[src/logic/sswd_pkg.sv]
`default_nettype none
package sswd_pkg;

  // clock and timebase
  localparam int CLK_MHZ       = 25;
  localparam int CLK_PERIOD_NS = 40;
  localparam int TICK_CYC      = CLK_MHZ;        // mclk cycles per 1 us tick
  localparam int TICK_W        = 5;

  // supervisory intervals, as printed, and their tick counts
  localparam int  RESET_TIMEOUT_MS = 200;
  localparam int  RESET_TIMEOUT_US = RESET_TIMEOUT_MS * 1000;
  localparam real WD_DEFAULT_S     = 1.6;
  localparam int  WD_DEFAULT_US    = int'(WD_DEFAULT_S * 1.0e6);
  localparam int  PULSE_MS         = 1;
  localparam int  PULSE_US         = PULSE_MS * 1000;
  localparam int  CS_HOLD_US       = 15;
  localparam int  MR_MIN_US        = 25;
  localparam real CAP_MS_PER_NF    = 2.1;
  localparam int  CAP_US_PER_NF    = int'(CAP_MS_PER_NF * 1000.0);
  localparam int  CAP_NF_W         = 7;
  localparam int  TMR_W            = 22;

  // short figures in mclk cycles: least time rounds up, longest down
  localparam int ACT_MIN_NS    = 100;
  localparam int ACT_MIN_CYC   =
    (ACT_MIN_NS + CLK_PERIOD_NS - 1) / CLK_PERIOD_NS;
  localparam int FAULT_DLY_NS  = 70;
  localparam int FAULT_DLY_RAW = FAULT_DLY_NS / CLK_PERIOD_NS;
  localparam int FAULT_DLY_CYC = (FAULT_DLY_RAW < 1) ? 1 : FAULT_DLY_RAW;

  // three-level activity input codes; 2'h3 is read as mid-level
  typedef enum logic [1:0] {
    LVL_LOW  = 2'h0,
    LVL_MID  = 2'h1,
    LVL_HIGH = 2'h2
  } sswd_level_e;

  typedef enum logic [2:0] {
    WD_IDLE  = 3'h1,
    WD_RUN   = 3'h2,
    WD_DELAY = 3'h4
  } sswd_wd_e;

  // threshold comparator results, one bit per analog comparison
  typedef struct packed {
    logic supplyOk;   // main supply above reset threshold
    logic warnOk;     // main supply above early-warning threshold
    logic failOk;     // fail sense input above its threshold
    logic onBackup;   // switched supply taken from backup source
  } sswd_cmp_s;

  typedef struct packed {
    logic [TICK_W-1:0] tickCnt;
    logic              tick;
    logic              mrPrev;
    logic              mrQual;
    logic              holdPrev;
    logic              hostResetN;
    logic              useInternal;
    logic [1:0]        actCand;
    logic [1:0]        actStab;
    logic [1:0]        actLast;
    sswd_wd_e          wd;
    logic [1:0]        dlyCnt;
    logic              faultN;
    logic              pulseN;
    logic              csOutN;
    logic              backupOn;
    logic              warnN;
    logic              failN;
    logic              activityTermEn;
  } sswd_state_s;

  localparam sswd_state_s SSWD_STATE_RST = '{
    tickCnt:        '0,
    tick:           1'h0,
    mrPrev:         1'h1,
    mrQual:         1'h0,
    holdPrev:       1'h1,
    hostResetN:     1'h0,
    useInternal:    1'h0,
    actCand:        LVL_MID,
    actStab:        2'h0,
    actLast:        LVL_MID,
    wd:             WD_IDLE,
    dlyCnt:         2'h0,
    faultN:         1'h1,
    pulseN:         1'h1,
    csOutN:         1'h1,
    backupOn:       1'h0,
    warnN:          1'h1,
    failN:          1'h1,
    activityTermEn: 1'h0
  };

endpackage
`default_nettype wire

[src/logic/sswd_timer.sv]
`timescale 1ns/100ps
`default_nettype none
module sswd_timer #(
  parameter int W = 22
) (
  input  wire logic         mclk,
  input  wire logic         nrst,
  input  wire logic         halt,
  input  wire logic         restart,
  input  wire logic         tick,
  input  wire logic [W-1:0] load,
  output logic              busy,
  output logic              done
);

  typedef struct packed {
    logic [W-1:0] count;
    logic         busy;
    logic         done;
  } sswd_tmr_s;

  sswd_tmr_s st_r;
  sswd_tmr_s st_nxt;

  // countdown in timebase ticks; halt wins over restart
  always_comb begin
    st_nxt      = st_r;
    st_nxt.done = 1'h0;
    if (halt) begin
      st_nxt.count = '0;
      st_nxt.busy  = 1'h0;
    end else if (restart) begin
      st_nxt.count = (load == '0) ? W'(1) : load; // zero load runs one tick
      st_nxt.busy  = 1'h1;
    end else if (st_r.busy && tick) begin
      if (st_r.count <= W'(1)) begin
        st_nxt.count = '0;
        st_nxt.busy  = 1'h0;
        st_nxt.done  = 1'h1;
      end else begin
        st_nxt.count = st_r.count - W'(1);
      end
    end
  end

  always_ff @(posedge mclk or negedge nrst) begin
    if (!nrst) begin
      st_r <= '0;
    end else begin
      st_r <= st_nxt;
    end
  end

  assign busy = st_r.busy;
  assign done = st_r.done;

endmodule
`default_nettype wire

[src/logic/sswd_supervisor.sv]
`timescale 1ns/100ps
`default_nettype none
// Overview of operation
// (RQ1) reset held low while supply is low, then 200 ms after recovery
// (RQ2) manual reset low holds reset; delay starts when it returns high
// (RQ3) manual reset of 25 us clears counters, faults high, default timeout
// (RQ4) qualified manual reset forces gated chip-select high
// (RQ5) activity idle past timeout raises fault pulse and fault level
// (RQ6) activity change of 100 ns restarts watchdog; host must toggle in time
// (RQ7) timeout ends with fault pulse low for 1 ms then high
// (RQ8) fault output falls just after pulse falls, held until next activity
// (RQ9) mid-level activity input disables watchdog, fault stays high
// (RQ10) supply low disables watchdog, fault high, activity input released
// (RQ11) fault output high whenever reset output is asserted
// (RQ12) timeout select picks internal 1.6 s or 2.1 ms per nF
// (RQ13) chip-select passes low only when supply good; 15 us hold on reset
// (RQ14) backup-active output follows the switchover comparator
// (RQ15) early-warning output low when supply nears reset threshold
// (RQ16) fail flag low while sense input below threshold, nothing else
// (RQ17) switchover never touches reset
// (RQ18) external flip-flop latches reset after two faults in a row
// (RQ19) all intervals counted from the timebase, cleared by reset events; the activity width and fault delay are counted in mclk cycles
module sswd_supervisor #(
  parameter int RESET_US = sswd_pkg::RESET_TIMEOUT_US,
  parameter int WD_US    = sswd_pkg::WD_DEFAULT_US,
  parameter int PULSE_US = sswd_pkg::PULSE_US
) (
  input  wire logic                          mclk,
  input  wire logic                          nrst,
  input  wire sswd_pkg::sswd_cmp_s           cmpIn,
  input  wire logic                          manualResetInN,
  input  wire logic [1:0]                    activityInput,
  input  wire logic                          timeoutSelect,
  input  wire logic [sswd_pkg::CAP_NF_W-1:0] capNf,
  input  wire logic                          chipSelInN,
  output logic                               hostResetN,
  output logic                               faultOutputN,
  output logic                               faultPulseOutputN,
  output logic                               chipSelOutN,
  output logic                               backupActiveOutput,
  output logic                               earlySupplyWarningN,
  output logic                               failFlagOutputN,
  output logic                               activityTermEn
);

  localparam int W = sswd_pkg::TMR_W;

  sswd_pkg::sswd_state_s st_r;
  sswd_pkg::sswd_state_s st_nxt;

  logic         resetHold;
  logic         actEvent;
  logic         wdOn;
  logic [1:0]   lvl;
  logic [W-1:0] wdLoad;
  logic         mrHalt,    mrStart,    mrDone;
  logic         rstHalt,   rstStart,   rstDone;
  logic         wdHalt,    wdStart,    wdDone;
  logic         pulseHalt, pulseStart, pulseBusy, pulseDone;
  logic         holdHalt,  holdStart,  holdBusy,  holdDone;

  // the five interval counters share one parameterised timer
  sswd_timer #(.W(W)) mrTmr (
    .mclk    (mclk),
    .nrst    (nrst),
    .halt    (mrHalt),
    .restart (mrStart),
    .tick    (st_r.tick),
    .load    (W'(sswd_pkg::MR_MIN_US)),
    .busy    (),
    .done    (mrDone)
  );

  // one spare tick: the first tick after a load is only partial, so the
  // host delay may run long by up to a tick but never short
  sswd_timer #(.W(W)) rstTmr (
    .mclk    (mclk),
    .nrst    (nrst),
    .halt    (rstHalt),
    .restart (rstStart),
    .tick    (st_r.tick),
    .load    (W'(RESET_US + 1)),
    .busy    (),
    .done    (rstDone)
  );

  sswd_timer #(.W(W)) wdTmr (
    .mclk    (mclk),
    .nrst    (nrst),
    .halt    (wdHalt),
    .restart (wdStart),
    .tick    (st_r.tick),
    .load    (wdLoad),
    .busy    (),
    .done    (wdDone)
  );

  sswd_timer #(.W(W)) pulseTmr (
    .mclk    (mclk),
    .nrst    (nrst),
    .halt    (pulseHalt),
    .restart (pulseStart),
    .tick    (st_r.tick),
    .load    (W'(PULSE_US)),
    .busy    (pulseBusy),
    .done    (pulseDone)
  );

  sswd_timer #(.W(W)) holdTmr (
    .mclk    (mclk),
    .nrst    (nrst),
    .halt    (holdHalt),
    .restart (holdStart),
    .tick    (st_r.tick),
    .load    (W'(sswd_pkg::CS_HOLD_US)),
    .busy    (holdBusy),
    .done    (holdDone)
  );

  // whole supervisor next state
  always_comb begin
    st_nxt     = st_r;
    actEvent   = 1'h0;
    wdStart    = 1'h0;
    pulseStart = 1'h0;

    // free-running 1 us timebase
    if (st_r.tickCnt == sswd_pkg::TICK_W'(sswd_pkg::TICK_CYC - 1)) begin
      st_nxt.tickCnt = '0;
      st_nxt.tick    = 1'h1; // RQ19
    end else begin
      st_nxt.tickCnt = st_r.tickCnt + sswd_pkg::TICK_W'(1);
      st_nxt.tick    = 1'h0;
    end

    // manual reset width qualification; a short glitch only resets the host
    mrHalt        = manualResetInN;
    mrStart       = !manualResetInN && st_r.mrPrev;
    st_nxt.mrPrev = manualResetInN;
    if (manualResetInN) begin
      st_nxt.mrQual = 1'h0;
    end else if (mrDone) begin
      st_nxt.mrQual = 1'h1; // RQ3
    end

    // host reset: supply and manual input only, switchover not consulted
    resetHold       = !cmpIn.supplyOk || !manualResetInN; // RQ1 RQ2 RQ17
    rstHalt         = resetHold;
    rstStart        = !resetHold && st_r.holdPrev; // RQ2
    st_nxt.holdPrev = resetHold;
    st_nxt.hostResetN = !resetHold && !rstStart &&
                        (st_r.hostResetN || rstDone); // RQ1

    // activity input must hold a new level for the least change width
    lvl = (activityInput == 2'h3) ? sswd_pkg::LVL_MID : activityInput;
    if (lvl != st_r.actCand) begin
      st_nxt.actCand = lvl;
      st_nxt.actStab = 2'h0;
    end else if (st_r.actStab != 2'(sswd_pkg::ACT_MIN_CYC - 1)) begin
      st_nxt.actStab = st_r.actStab + 2'h1;
    end else if (st_r.actCand != st_r.actLast && cmpIn.supplyOk) begin
      st_nxt.actLast = st_r.actCand;
      actEvent       = 1'h1; // RQ6
    end

    // watchdog runs only with reset released, supply good, input driven
    wdOn = st_nxt.hostResetN && cmpIn.supplyOk && !st_nxt.mrQual &&
           st_nxt.actLast != sswd_pkg::LVL_MID; // RQ9 RQ10 RQ11

    // timeout choice; a qualified manual reset pins the internal default
    if (st_nxt.mrQual) begin
      st_nxt.useInternal = 1'h1; // RQ3
    end
    if (st_r.useInternal || timeoutSelect) begin
      wdLoad = W'(WD_US); // RQ12
    end else begin
      wdLoad = W'(capNf) * W'(sswd_pkg::CAP_US_PER_NF); // RQ12
    end

    wdHalt    = !wdOn; // RQ19
    pulseHalt = !wdOn;

    // watchdog sequencer: timeout, pulse, delayed fault level
    unique case (st_r.wd)
      sswd_pkg::WD_IDLE: begin
        if (wdOn) begin
          wdStart   = 1'h1;
          st_nxt.wd = sswd_pkg::WD_RUN;
        end
      end
      sswd_pkg::WD_RUN: begin
        if (!wdOn) begin
          st_nxt.wd = sswd_pkg::WD_IDLE;
        end else if (actEvent) begin
          wdStart       = 1'h1; // RQ6
          st_nxt.faultN = 1'h1; // RQ8
        end else if (wdDone) begin
          wdStart       = 1'h1; // second fault needs another full period
          pulseStart    = 1'h1; // RQ5 RQ7
          st_nxt.pulseN = 1'h0; // RQ5 RQ7
          st_nxt.dlyCnt = 2'(sswd_pkg::FAULT_DLY_CYC - 1);
          st_nxt.wd     = sswd_pkg::WD_DELAY;
        end
      end
      sswd_pkg::WD_DELAY: begin
        if (!wdOn) begin
          st_nxt.wd = sswd_pkg::WD_IDLE;
        end else if (actEvent) begin
          wdStart       = 1'h1;
          st_nxt.faultN = 1'h1; // RQ8
          st_nxt.wd     = sswd_pkg::WD_RUN;
        end else if (st_r.dlyCnt == 2'h0) begin
          st_nxt.faultN = 1'h0; // RQ5 RQ8
          st_nxt.wd     = sswd_pkg::WD_RUN;
        end else begin
          st_nxt.dlyCnt = st_r.dlyCnt - 2'h1;
        end
      end
      default: begin
        st_nxt.wd = sswd_pkg::WD_IDLE;
      end
    endcase

    // pulse ends on its own timer, fault level stays for the host flop
    if (pulseDone) begin
      st_nxt.pulseN = 1'h1; // RQ7
    end
    if (!wdOn) begin
      st_nxt.faultN = 1'h1; // RQ3 RQ9 RQ10 RQ11
      st_nxt.pulseN = 1'h1; // RQ3
    end

    // chip-select gate; the hold lets a memory cycle in flight finish
    holdStart = st_r.hostResetN && !st_nxt.hostResetN && !chipSelInN &&
                !st_nxt.mrQual; // RQ13
    holdHalt  = st_nxt.mrQual || chipSelInN; // RQ4 RQ13
    if (st_nxt.mrQual) begin
      st_nxt.csOutN = 1'h1; // RQ4
    end else if (st_nxt.hostResetN) begin
      st_nxt.csOutN = chipSelInN; // RQ13
    end else begin
      st_nxt.csOutN = !((holdStart || holdBusy) && !chipSelInN); // RQ13
    end

    // comparator results passed through, each on its own
    st_nxt.backupOn       = cmpIn.onBackup; // RQ14
    st_nxt.warnN          = cmpIn.warnOk;   // RQ15
    st_nxt.failN          = cmpIn.failOk;   // RQ16
    st_nxt.activityTermEn = cmpIn.supplyOk; // RQ10
  end

  // async reset is the power-on condition
  always_ff @(posedge mclk or negedge nrst) begin
    if (!nrst) begin
      st_r <= sswd_pkg::SSWD_STATE_RST; // RQ19
    end else begin
      st_r <= st_nxt;
    end
  end

  // every output straight from the state register
  assign hostResetN          = st_r.hostResetN;
  assign faultOutputN        = st_r.faultN;
  assign faultPulseOutputN   = st_r.pulseN;
  assign chipSelOutN         = st_r.csOutN;
  assign backupActiveOutput  = st_r.backupOn;
  assign earlySupplyWarningN = st_r.warnN;
  assign failFlagOutputN     = st_r.failN;
  assign activityTermEn      = st_r.activityTermEn;
endmodule
`default_nettype wire

[config.mk]
export PLATFORM = sky130hd
export DESIGN_NAME = sswd_supervisor
export DESIGN_NICKNAME = d
export VERILOG_FILES = /design/src/logic/sswd_pkg.sv /design/src/logic/sswd_timer.sv /design/src/logic/sswd_supervisor.sv
export SDC_FILE = /design/constraint.sdc
export NUM_CORES = 1
export LEC_CHECK = 0
export BUFFER_PORTS_ARGS = -buffer_cell sky130_fd_sc_hd__buf_2
export CAP_MARGIN = 5
export CORE_UTILIZATION = 60
export CTS_BUF_LIST = sky130_fd_sc_hd__clkbuf_16
export CTS_CLUSTER_DIAMETER = 200
export DETAILED_ROUTE_END_ITERATION = 8
export HOLD_SLACK_MARGIN = 0.02
export PLACE_DENSITY_LB_ADDON = 0.25
export SETUP_SLACK_MARGIN = 0.3
export SLEW_MARGIN = 15
export SYNTH_ARGS = -nofsm -noshare
export SYNTH_HDL_FRONTEND = slang
export SYNTH_SLANG_ARGS = --single-unit
export TNS_END_PERCENT = 10
[constraint.sdc]
create_clock -name mclk -period 4.1 [get_ports mclk]
set_clock_uncertainty 0.1 [all_clocks]
set_input_delay 0.41 -clock mclk [delete_from_list [all_inputs] [get_ports mclk]]
set_output_delay 0.41 -clock mclk [all_outputs]
set_load 0.02 [all_outputs]
Word-level counts from Yosys, hierarchy flattened
Cells that the tools add are included.

operators by class
  add/subtract/negate cells = 8
  multipliers = 1
  order comparisons = 5
  equal/unequal tests = 28
  mux-type cells = 80
  reductions and logical operators = 49

operator list
  kind                   number
  $mux 23                10
  $mux 24                5
  $le 22x1->1 const B    5
  $mux 22                5
  $sub 22x1->22 const B  5
  $mux 21                2
  $mux 1                 31
  $mux 2                 14
  $logic_not 22->1       1
  $ne 3x1->1 const B     7
  $mux 3                 6
  $reduce_bool 3->1      6
  $logic_and 1x1->1      17
  $mul 7x10->17 const B  1
  $ne 2x2->1 const B     7
  $mux 5                 2
  $reduce_and 2->1       5
  $pmux 3 s3             1
  $logic_not 1->1        8
  $reduce_and 7->1       1
  $mux 6                 1
  $ne 3x2->1 const B     2
  $ne 3x3->1 const B     2
  $pmux 3 s2             1
  18 further kinds       26

word-level totals
  register bits after elaboration = 148
  bits of input ports = 18
  output and inout port bits = 8

Longest topological paths before layout
Gate-level depths: netlist of the first run.

  depth after elaboration = 16
  depth in mapped cells = 15
  mapped depth without buffers = 14

By module
Synthesis of the first run repeated with hierarchy kept, for this count alone.

second synthesis, totals
  cells, all modules = 1145
  area, all modules = 10257.3 µm²

modules (own cells, without submodules)
  module                      instances  cells an instance  area an instance (µm²)
  sswd_timer at holdTmr ...   2          182                1609.0
  sswd_timer at pulseTmr ...  2          180                1596.5
  sswd_supervisor             1          241                2260.9
  sswd_timer at wdTmr         1          180                1585.3

Worst setup path before layout of the first run
Ideal clock, no wire load.

  path type = input to register
  start point = in capNf[4] (netlist bit)
  end point = reg wdTmr.st_r[2] (netlist bit)
  arrival time = 3.353 ns
  required time = 3.936 ns
  path slack = 0.583 ns
  cell stages on the path = 12
  path buffers = 0
  cell sequence = ha_1 > ha_1 > fa_1 > ha_1 > ha_1 > a21oi_1 > o211ai_1 > a41oi_1 > nor2b_1 > o211a_1 > nor4_1 > a31o_2

on the way
  longest elaborated chain between the ends = 6

RTL lines
  element               RTL line                text
  start, declared       sswd_supervisor.sv:34   input wire logic [sswd_pkg::CAP_NF_W-1:0] capNf,
  $mul 7x10->17         sswd_supervisor.sv:177  wdLoad = W'(capNf) * W'(sswd_pkg::CAP_US_PER_NF);
  $mux 21               sswd_supervisor.sv:174  if (st_r.useInternal || timeoutSelect) begin
  $logic_not 22->1      sswd_timer.sv:33        st_nxt.count = (load == '0) ? W'(1) : load;
  $mux 21               sswd_timer.sv:33
  $mux 23               sswd_timer.sv:32        end else if (restart) begin
  $mux 23               sswd_timer.sv:29        if (halt) begin
  end signal, assigned  sswd_timer.sv:50        st_r <= st_nxt;
  end, declared         sswd_timer.sv:22        sswd_tmr_s st_r;

No other way between the ends.
A chain may end at the register's enable or synchronous reset.

Worst setup path after layout of the first run
Ends and elaborated chain as after synthesis.

==> results.cfg, run 1 <==
[power]
peakVddDrop_mv = 0.303
power.density_nw_per_um2 = 345
p_leak_nw = 4.47

[min_path]
whs_path_depth = 1
worstHoldPathType = in2reg
hp-start = manualResetInN
hold-path-endpoint = st_r[22]

[critical_path]
crit_type = in2reg
crit_arrival_ns = 3.84
reg2reg_depth = 8
crit_fanout = 11
r2r_slack_ns = 0.87
rr_endpoint = wdTmr.st_r[17]
critPathCaptureType = register
required_ns = 4.37
critPathLaunchType = input pin
r2r-start = wdTmr.st_r[2]

[clock_network]
clk_path_buf_depth = 2
clock_latency_ns = 0.43
post_cts_buffers = 0
root_buffer = clkbuf_16
cts_inserted_buffers = 17
clk_pin_slew_ns = 0.06
tritoncts = yes
h-tree-depth = 4
cts_sinks = 148

[floorplan]
start_util_pct = 61.5
die_w_um = 124
core_area_um2 = 14600
io_pins = 26
die_area_um2 = 15400
fp-row-count = 44
die_y_um = 124

[sta]
worstMarginPinSlew_ns = 0.988
rsz0062_at_grt = no
finalHoldViolCount = 0
max_freq_mhz = 280
finalCritPeriodShare_pct = 87.1
tns_ns = 0
slew_violations = 0
layout_min_cycle_time_ns = 3.57
layout_setup_ws_ns = 0.530
setup_viol = 0
max_slew_margin_pct = 33.9

[cells_and_area]
drive_gt1_share_pct = 9.53
synthToLayoutAreaGrowth_pct = 9.87
antenna_cells = 0
finish.utilization_pct = 67.6
layout.nets = 1118

[global_route]
grt_pass1_vias = 7281
grt_antenna_before_repair = 0
grtUsageTotal_pct = 26.6
grt_max_degree = 89
grt_pass1_wl_mm = 33.9
overflow = 0

[synthesis]
syn_avg_cell_area_um2 = 8.76
netlist_top_cells_count = dfrtp_1, o21ai_0, nand2_1, nor2_1, a21oi_1
synth_ff_type = dfrtp_1
postSynth.asyncResetShare_pct = 100
yosysSeqAreaShare_pct = 41.4
syn_inst = 1024
synth_area_leaders = dfrtp_1, ha_1, o21ai_0
synth.most_common_cell = dfrtp_1
synth_cell_types = 73
yosys.area.top_type = dfrtp_1
synth_top_area_share_pct = 38.5
yosysWarnings = 0
syn-cell-area_um2 = 8970
synth-seq-cells = 148
synth_nets = 1095
synth-edff-count = 0

[detailed_routing]
avgRoutedWirePerCell_um = 15.7
dr.pass1.iters = 6
drt_wl_total_mm = 19.6
num_vias = 7691
postRouteAntennaNets = 0
drc = 0
via_per_inst = 6.18
drt_iter0_drc = 608

[place]
dp_slack_ns = 0.138
port_buffers = 25
place_hpwl_mm = 13.4
place_congestion = 0.872

[run_status]
status = finished clean

[run]
max-cap-violations = 0
## final cells by class
class | count | area (um2)
Clock buffer | 17 | 425
Clock inverter | 15 | 125
Fill cell | 1177 | 4730
Inverter | 39 | 146
Multi-Input combinational cell | 800 | 4950
Sequential cell | 148 | 3720
Tap cell | 184 | 230
Timing Repair Buffer | 41 | 264
## sequential cells by signal, summed over array words and instances (netlist names), 21 cells and up
register and flops:
st_r 21, mrTmr.st_r 22, holdTmr.st_r 22, pulseTmr.st_r 22, wdTmr.st_r 22, rstTmr.st_r 22
## worst max path at each step
stage | startpoint | to | slack (ns) | cells after the start
3_3_place_gp | capNf[4] | wdTmr.st_r[2] | 0.20 | 13
5_1_grt | capNf[4] | wdTmr.st_r[2] | 0.35 | 13
4_1_cts | capNf[4] | wdTmr.st_r[2] | 0.56 | 13
2_1_floorplan | capNf[4] | wdTmr.st_r[2] | 0.58 | 12
3_5_place_dp | capNf[4] | wdTmr.st_r[2] | 0.14 | 13
6_report | capNf[4] | wdTmr.st_r[2] | 0.53 | 13
## what timing repair did
action | 4_1_cts | 5_1_grt
hold endpoints to repair | 82 | 0
endpoints found under the setup margin | 0 | 0
hold buffers | 5 | 0
resized for setup | 0 | 0
## logic make-up after synthesis
kind of cell | Yosys count | share of synthesized area [%]
compound gates | 298 | 20.4
xor+xnor | 27 | 2.64
fa+ha+maj | 53 | 7.73
buf+inv | 76 | 3.40
flops | 148 | 41.4
mux | 4 | 0.474
simple gates | 418 | 23.9
## power breakdown
group / leakage (nW) / switching (mW) / internal (mW)
registers: 1.99 / 0.0198 / 1.49
logic: 2.20 / 0.272 / 0.168
clock network: 0.276 / 0.581 / 0.875
total: 4.47 / 0.873 / 2.53
## metrics by stage
step / power [mW] / instance area, um2 / instances / hold WS [ns]
after global placement: 1.95 / 9260 / 1207 / 0.329
final: 3.40 / 9860 / 1244 / 0.0718
after detailed placement: 1.96 / 9260 / 1207 / 0.334
after floorplan: 1.84 / 8970 / 1024 / 0.0144
after CTS: 3.43 / 9860 / 1244 / 0.0571
after global routing: 3.55 / 9860 / 1244 / 0.0618
## routing by layer
layer | share of wire (%) | global-route usage, %
met1 | 47 | 36.4
met2 | 47 | 42.0
met3 | 4.9 | 5.93
met4 | 1.3 | 8.65
met5 | 0 | 0
## critical path: stages
cell      delay [ns]
buf_2           0.17
ha_1            0.31
ha_1            0.30
fa_1            0.44
ha_1            0.29
ha_1            0.37
a21oi_1         0.20
o211ai_1        0.13
a41oi_1         0.37
nor2b_1         0.13
o211a_1         0.25
nor4_1          0.28
a31o_2          0.19
## placed cells by master, fill, tap and decap left out, types with 8 or more instances in the layout
master,n
a21o_1,8
a21oi_1,52
a31oi_1,20
and3_1,8
buf_2,24
buf_4,11
clkbuf_16,17
dfrtp_1,138
dfstp_2,10
ha_1,49
inv_1,42
nand2_1,119
nand2b_1,17
nand3_1,29
nor2_1,92
nor2b_1,11
nor3_1,38
nor4_1,26
o211ai_1,12
o21ai_0,122
o22ai_1,10
o31ai_1,15
o41ai_1,8
or2_2,12
or3_1,20
or4_1,10
xnor2_1,14
xor2_1,13
Power figures use the tool's default switching activity.
==> run 2, diff against run 1 <==
- REMOVE_ABC_BUFFERS: not set -> 1
==> run 2 against run 1 <==
Net effect:
- core utilization is 0.26 points higher
- power is 4.2% higher
- final area is 0.38% higher
- worst hold slack better by 0.0036 ns
- via count is 1.3% higher
- sequential share of layout area is 0.14 points lower
==> results.cfg, run 2 (synthesized netlist as in run 1, its figures left out) <==
[run_status]
status = finished clean

[sta]
max_freq_mhz = 282
finalCritPeriodShare_pct = 86.6
setup_viol = 0
worstMarginPinSlew_ns = 1.13
finalHoldViolCount = 0
slew_violations = 0
rsz0062_at_grt = no
layout_setup_ws_ns = 0.551
tns_ns = 0
layout_min_cycle_time_ns = 3.55
max_slew_margin_pct = 24.4

[global_route]
overflow = 0
grt_antenna_before_repair = 0
grtUsageTotal_pct = 27.0
grt_pass1_wl_mm = 34.6
grt_max_degree = 71
grt_pass1_vias = 7303

[clock_network]
clock_latency_ns = 0.43
h-tree-depth = 4
cts_sinks = 148
post_cts_buffers = 0
clk_pin_slew_ns = 0.06
tritoncts = yes
clk_path_buf_depth = 2
root_buffer = clkbuf_16
cts_inserted_buffers = 17

[cells_and_area]
antenna_cells = 0
synthToLayoutAreaGrowth_pct = 10.3
multi_input_area_um2 = 4950
layout.nets = 1117
ff_latch_area_um2 = 3720
final_cell_mix = dfrtp_1, o21ai_0, nand2_1, nor2_1, a21oi_1
nFillCells = 1143
drive_gt1_share_pct = 9.55
final_common_cell = dfrtp_1

[detailed_routing]
via_per_inst = 6.27
postRouteAntennaNets = 0
drc = 0
num_vias = 7790
drt_wl_total_mm = 20.0
avgRoutedWirePerCell_um = 16.1
dr.pass1.iters = 5
drt_iter0_drc = 768

[place]
place_hpwl_mm = 13.7
port_buffers = 25
dp_slack_ns = 0.146
place_congestion = 0.892

[floorplan]
die_y_um = 124
io_pins = 26
start_util_pct = 61.5
die_w_um = 124
fp-row-count = 44
core_area_um2 = 14600
die_area_um2 = 15400

[critical_path]
cpMostUsedCell = ha_1
timing.critical_path.buf_inv = 1
critPathLaunchType = input pin
required_ns = 4.36
critPathCaptureType = register
crit_type = in2reg
path_delay_family = adder cells
crit_path_top_delay_cell = fa_1
cp_cell_sequence = buf_2 -> ha_1 -> ha_1 -> fa_1 -> ha_1 -> ha_1 -> a21oi_1 -> o211ai_1 -> a41oi_1 -> nor2b_1 -> o211a_1 -> nor4_1 -> a31o_2
max_stage_delay_ns = 0.43
crit_arrival_ns = 3.81
crit_fanout = 11

[power]
p_leak_nw = 4.48
power.density_nw_per_um2 = 358
peakVddDrop_mv = 0.330

[run]
max-cap-violations = 0

[min_path]
worstHoldPathType = in2reg
-- run 2: power breakdown --
group	total, mW	switching, mW	internal, mW
Clock	1.60	0.601	1.00
Sequential	1.51	0.0205	1.49
Combinational	0.438	0.270	0.168
Total	3.55	0.892	2.66
-- run 2: what timing repair did --
action | in CTS | in global routing
hold buffers | 5 | 0
endpoints found under the hold margin | 65 | 0
gates resized for setup | 0 | 0
-- run 2: worst paths after layout --
kind                                  start                 to  slack (ns)  cells after the start
setup / recovery                   capNf[4]      wdTmr.st_r[2]        0.55                     13
hold / removal               manualResetInN           st_r[22]        0.08                      1
setup reg to reg           holdTmr.st_r[11]   holdTmr.st_r[16]        1.06                      7
hold reg to reg               pulseTmr.done  faultPulseOutputN        0.35                      2
max in group asynchronous              nrst           st_r[20]        2.46                      3
min in group asynchronous              nrst    holdTmr.st_r[3]        0.47                      2
-- run 2: metrics by stage --
| step | power (mW) | cell area [um2] | instances | util (%) | hold WS (ns) |
|---|---|---|---|---|---|
| 4_1_cts | 3.56 | 9900 | 1242 | 67.8 | 0.0620 |
| 2_1_floorplan | 1.84 | 8810 | 987 | - | 0.0144 |
| 5_1_grt | 3.69 | 9900 | 1242 | 67.8 | 0.0642 |
| 3_5_place_dp | 1.97 | 9250 | 1206 | 63.4 | 0.340 |
| 6_report | 3.55 | 9900 | 1242 | 67.8 | 0.0754 |
| 3_3_place_gp | 1.95 | 9250 | 1206 | 63.4 | 0.323 |
-- run 2: cell type report --
class,instances,share of cell area (%)
inverters,39,1.48
multi-input cells,800,50.0
clock inverters,14,1.72
repair buffers,40,2.59
clock buffers,17,4.30
well taps,184,2.33
flip-flops and latches,148,37.6
-- run 2: layer usage --
layer	vias up	part of all wire, %	GRT usage [%]
met4	0	1.1	7.94
met2	208	46	41.7
met5	-	0	0
li1	3798	-	-
met1	3765	48	38.6
met3	19	4.9	5.33
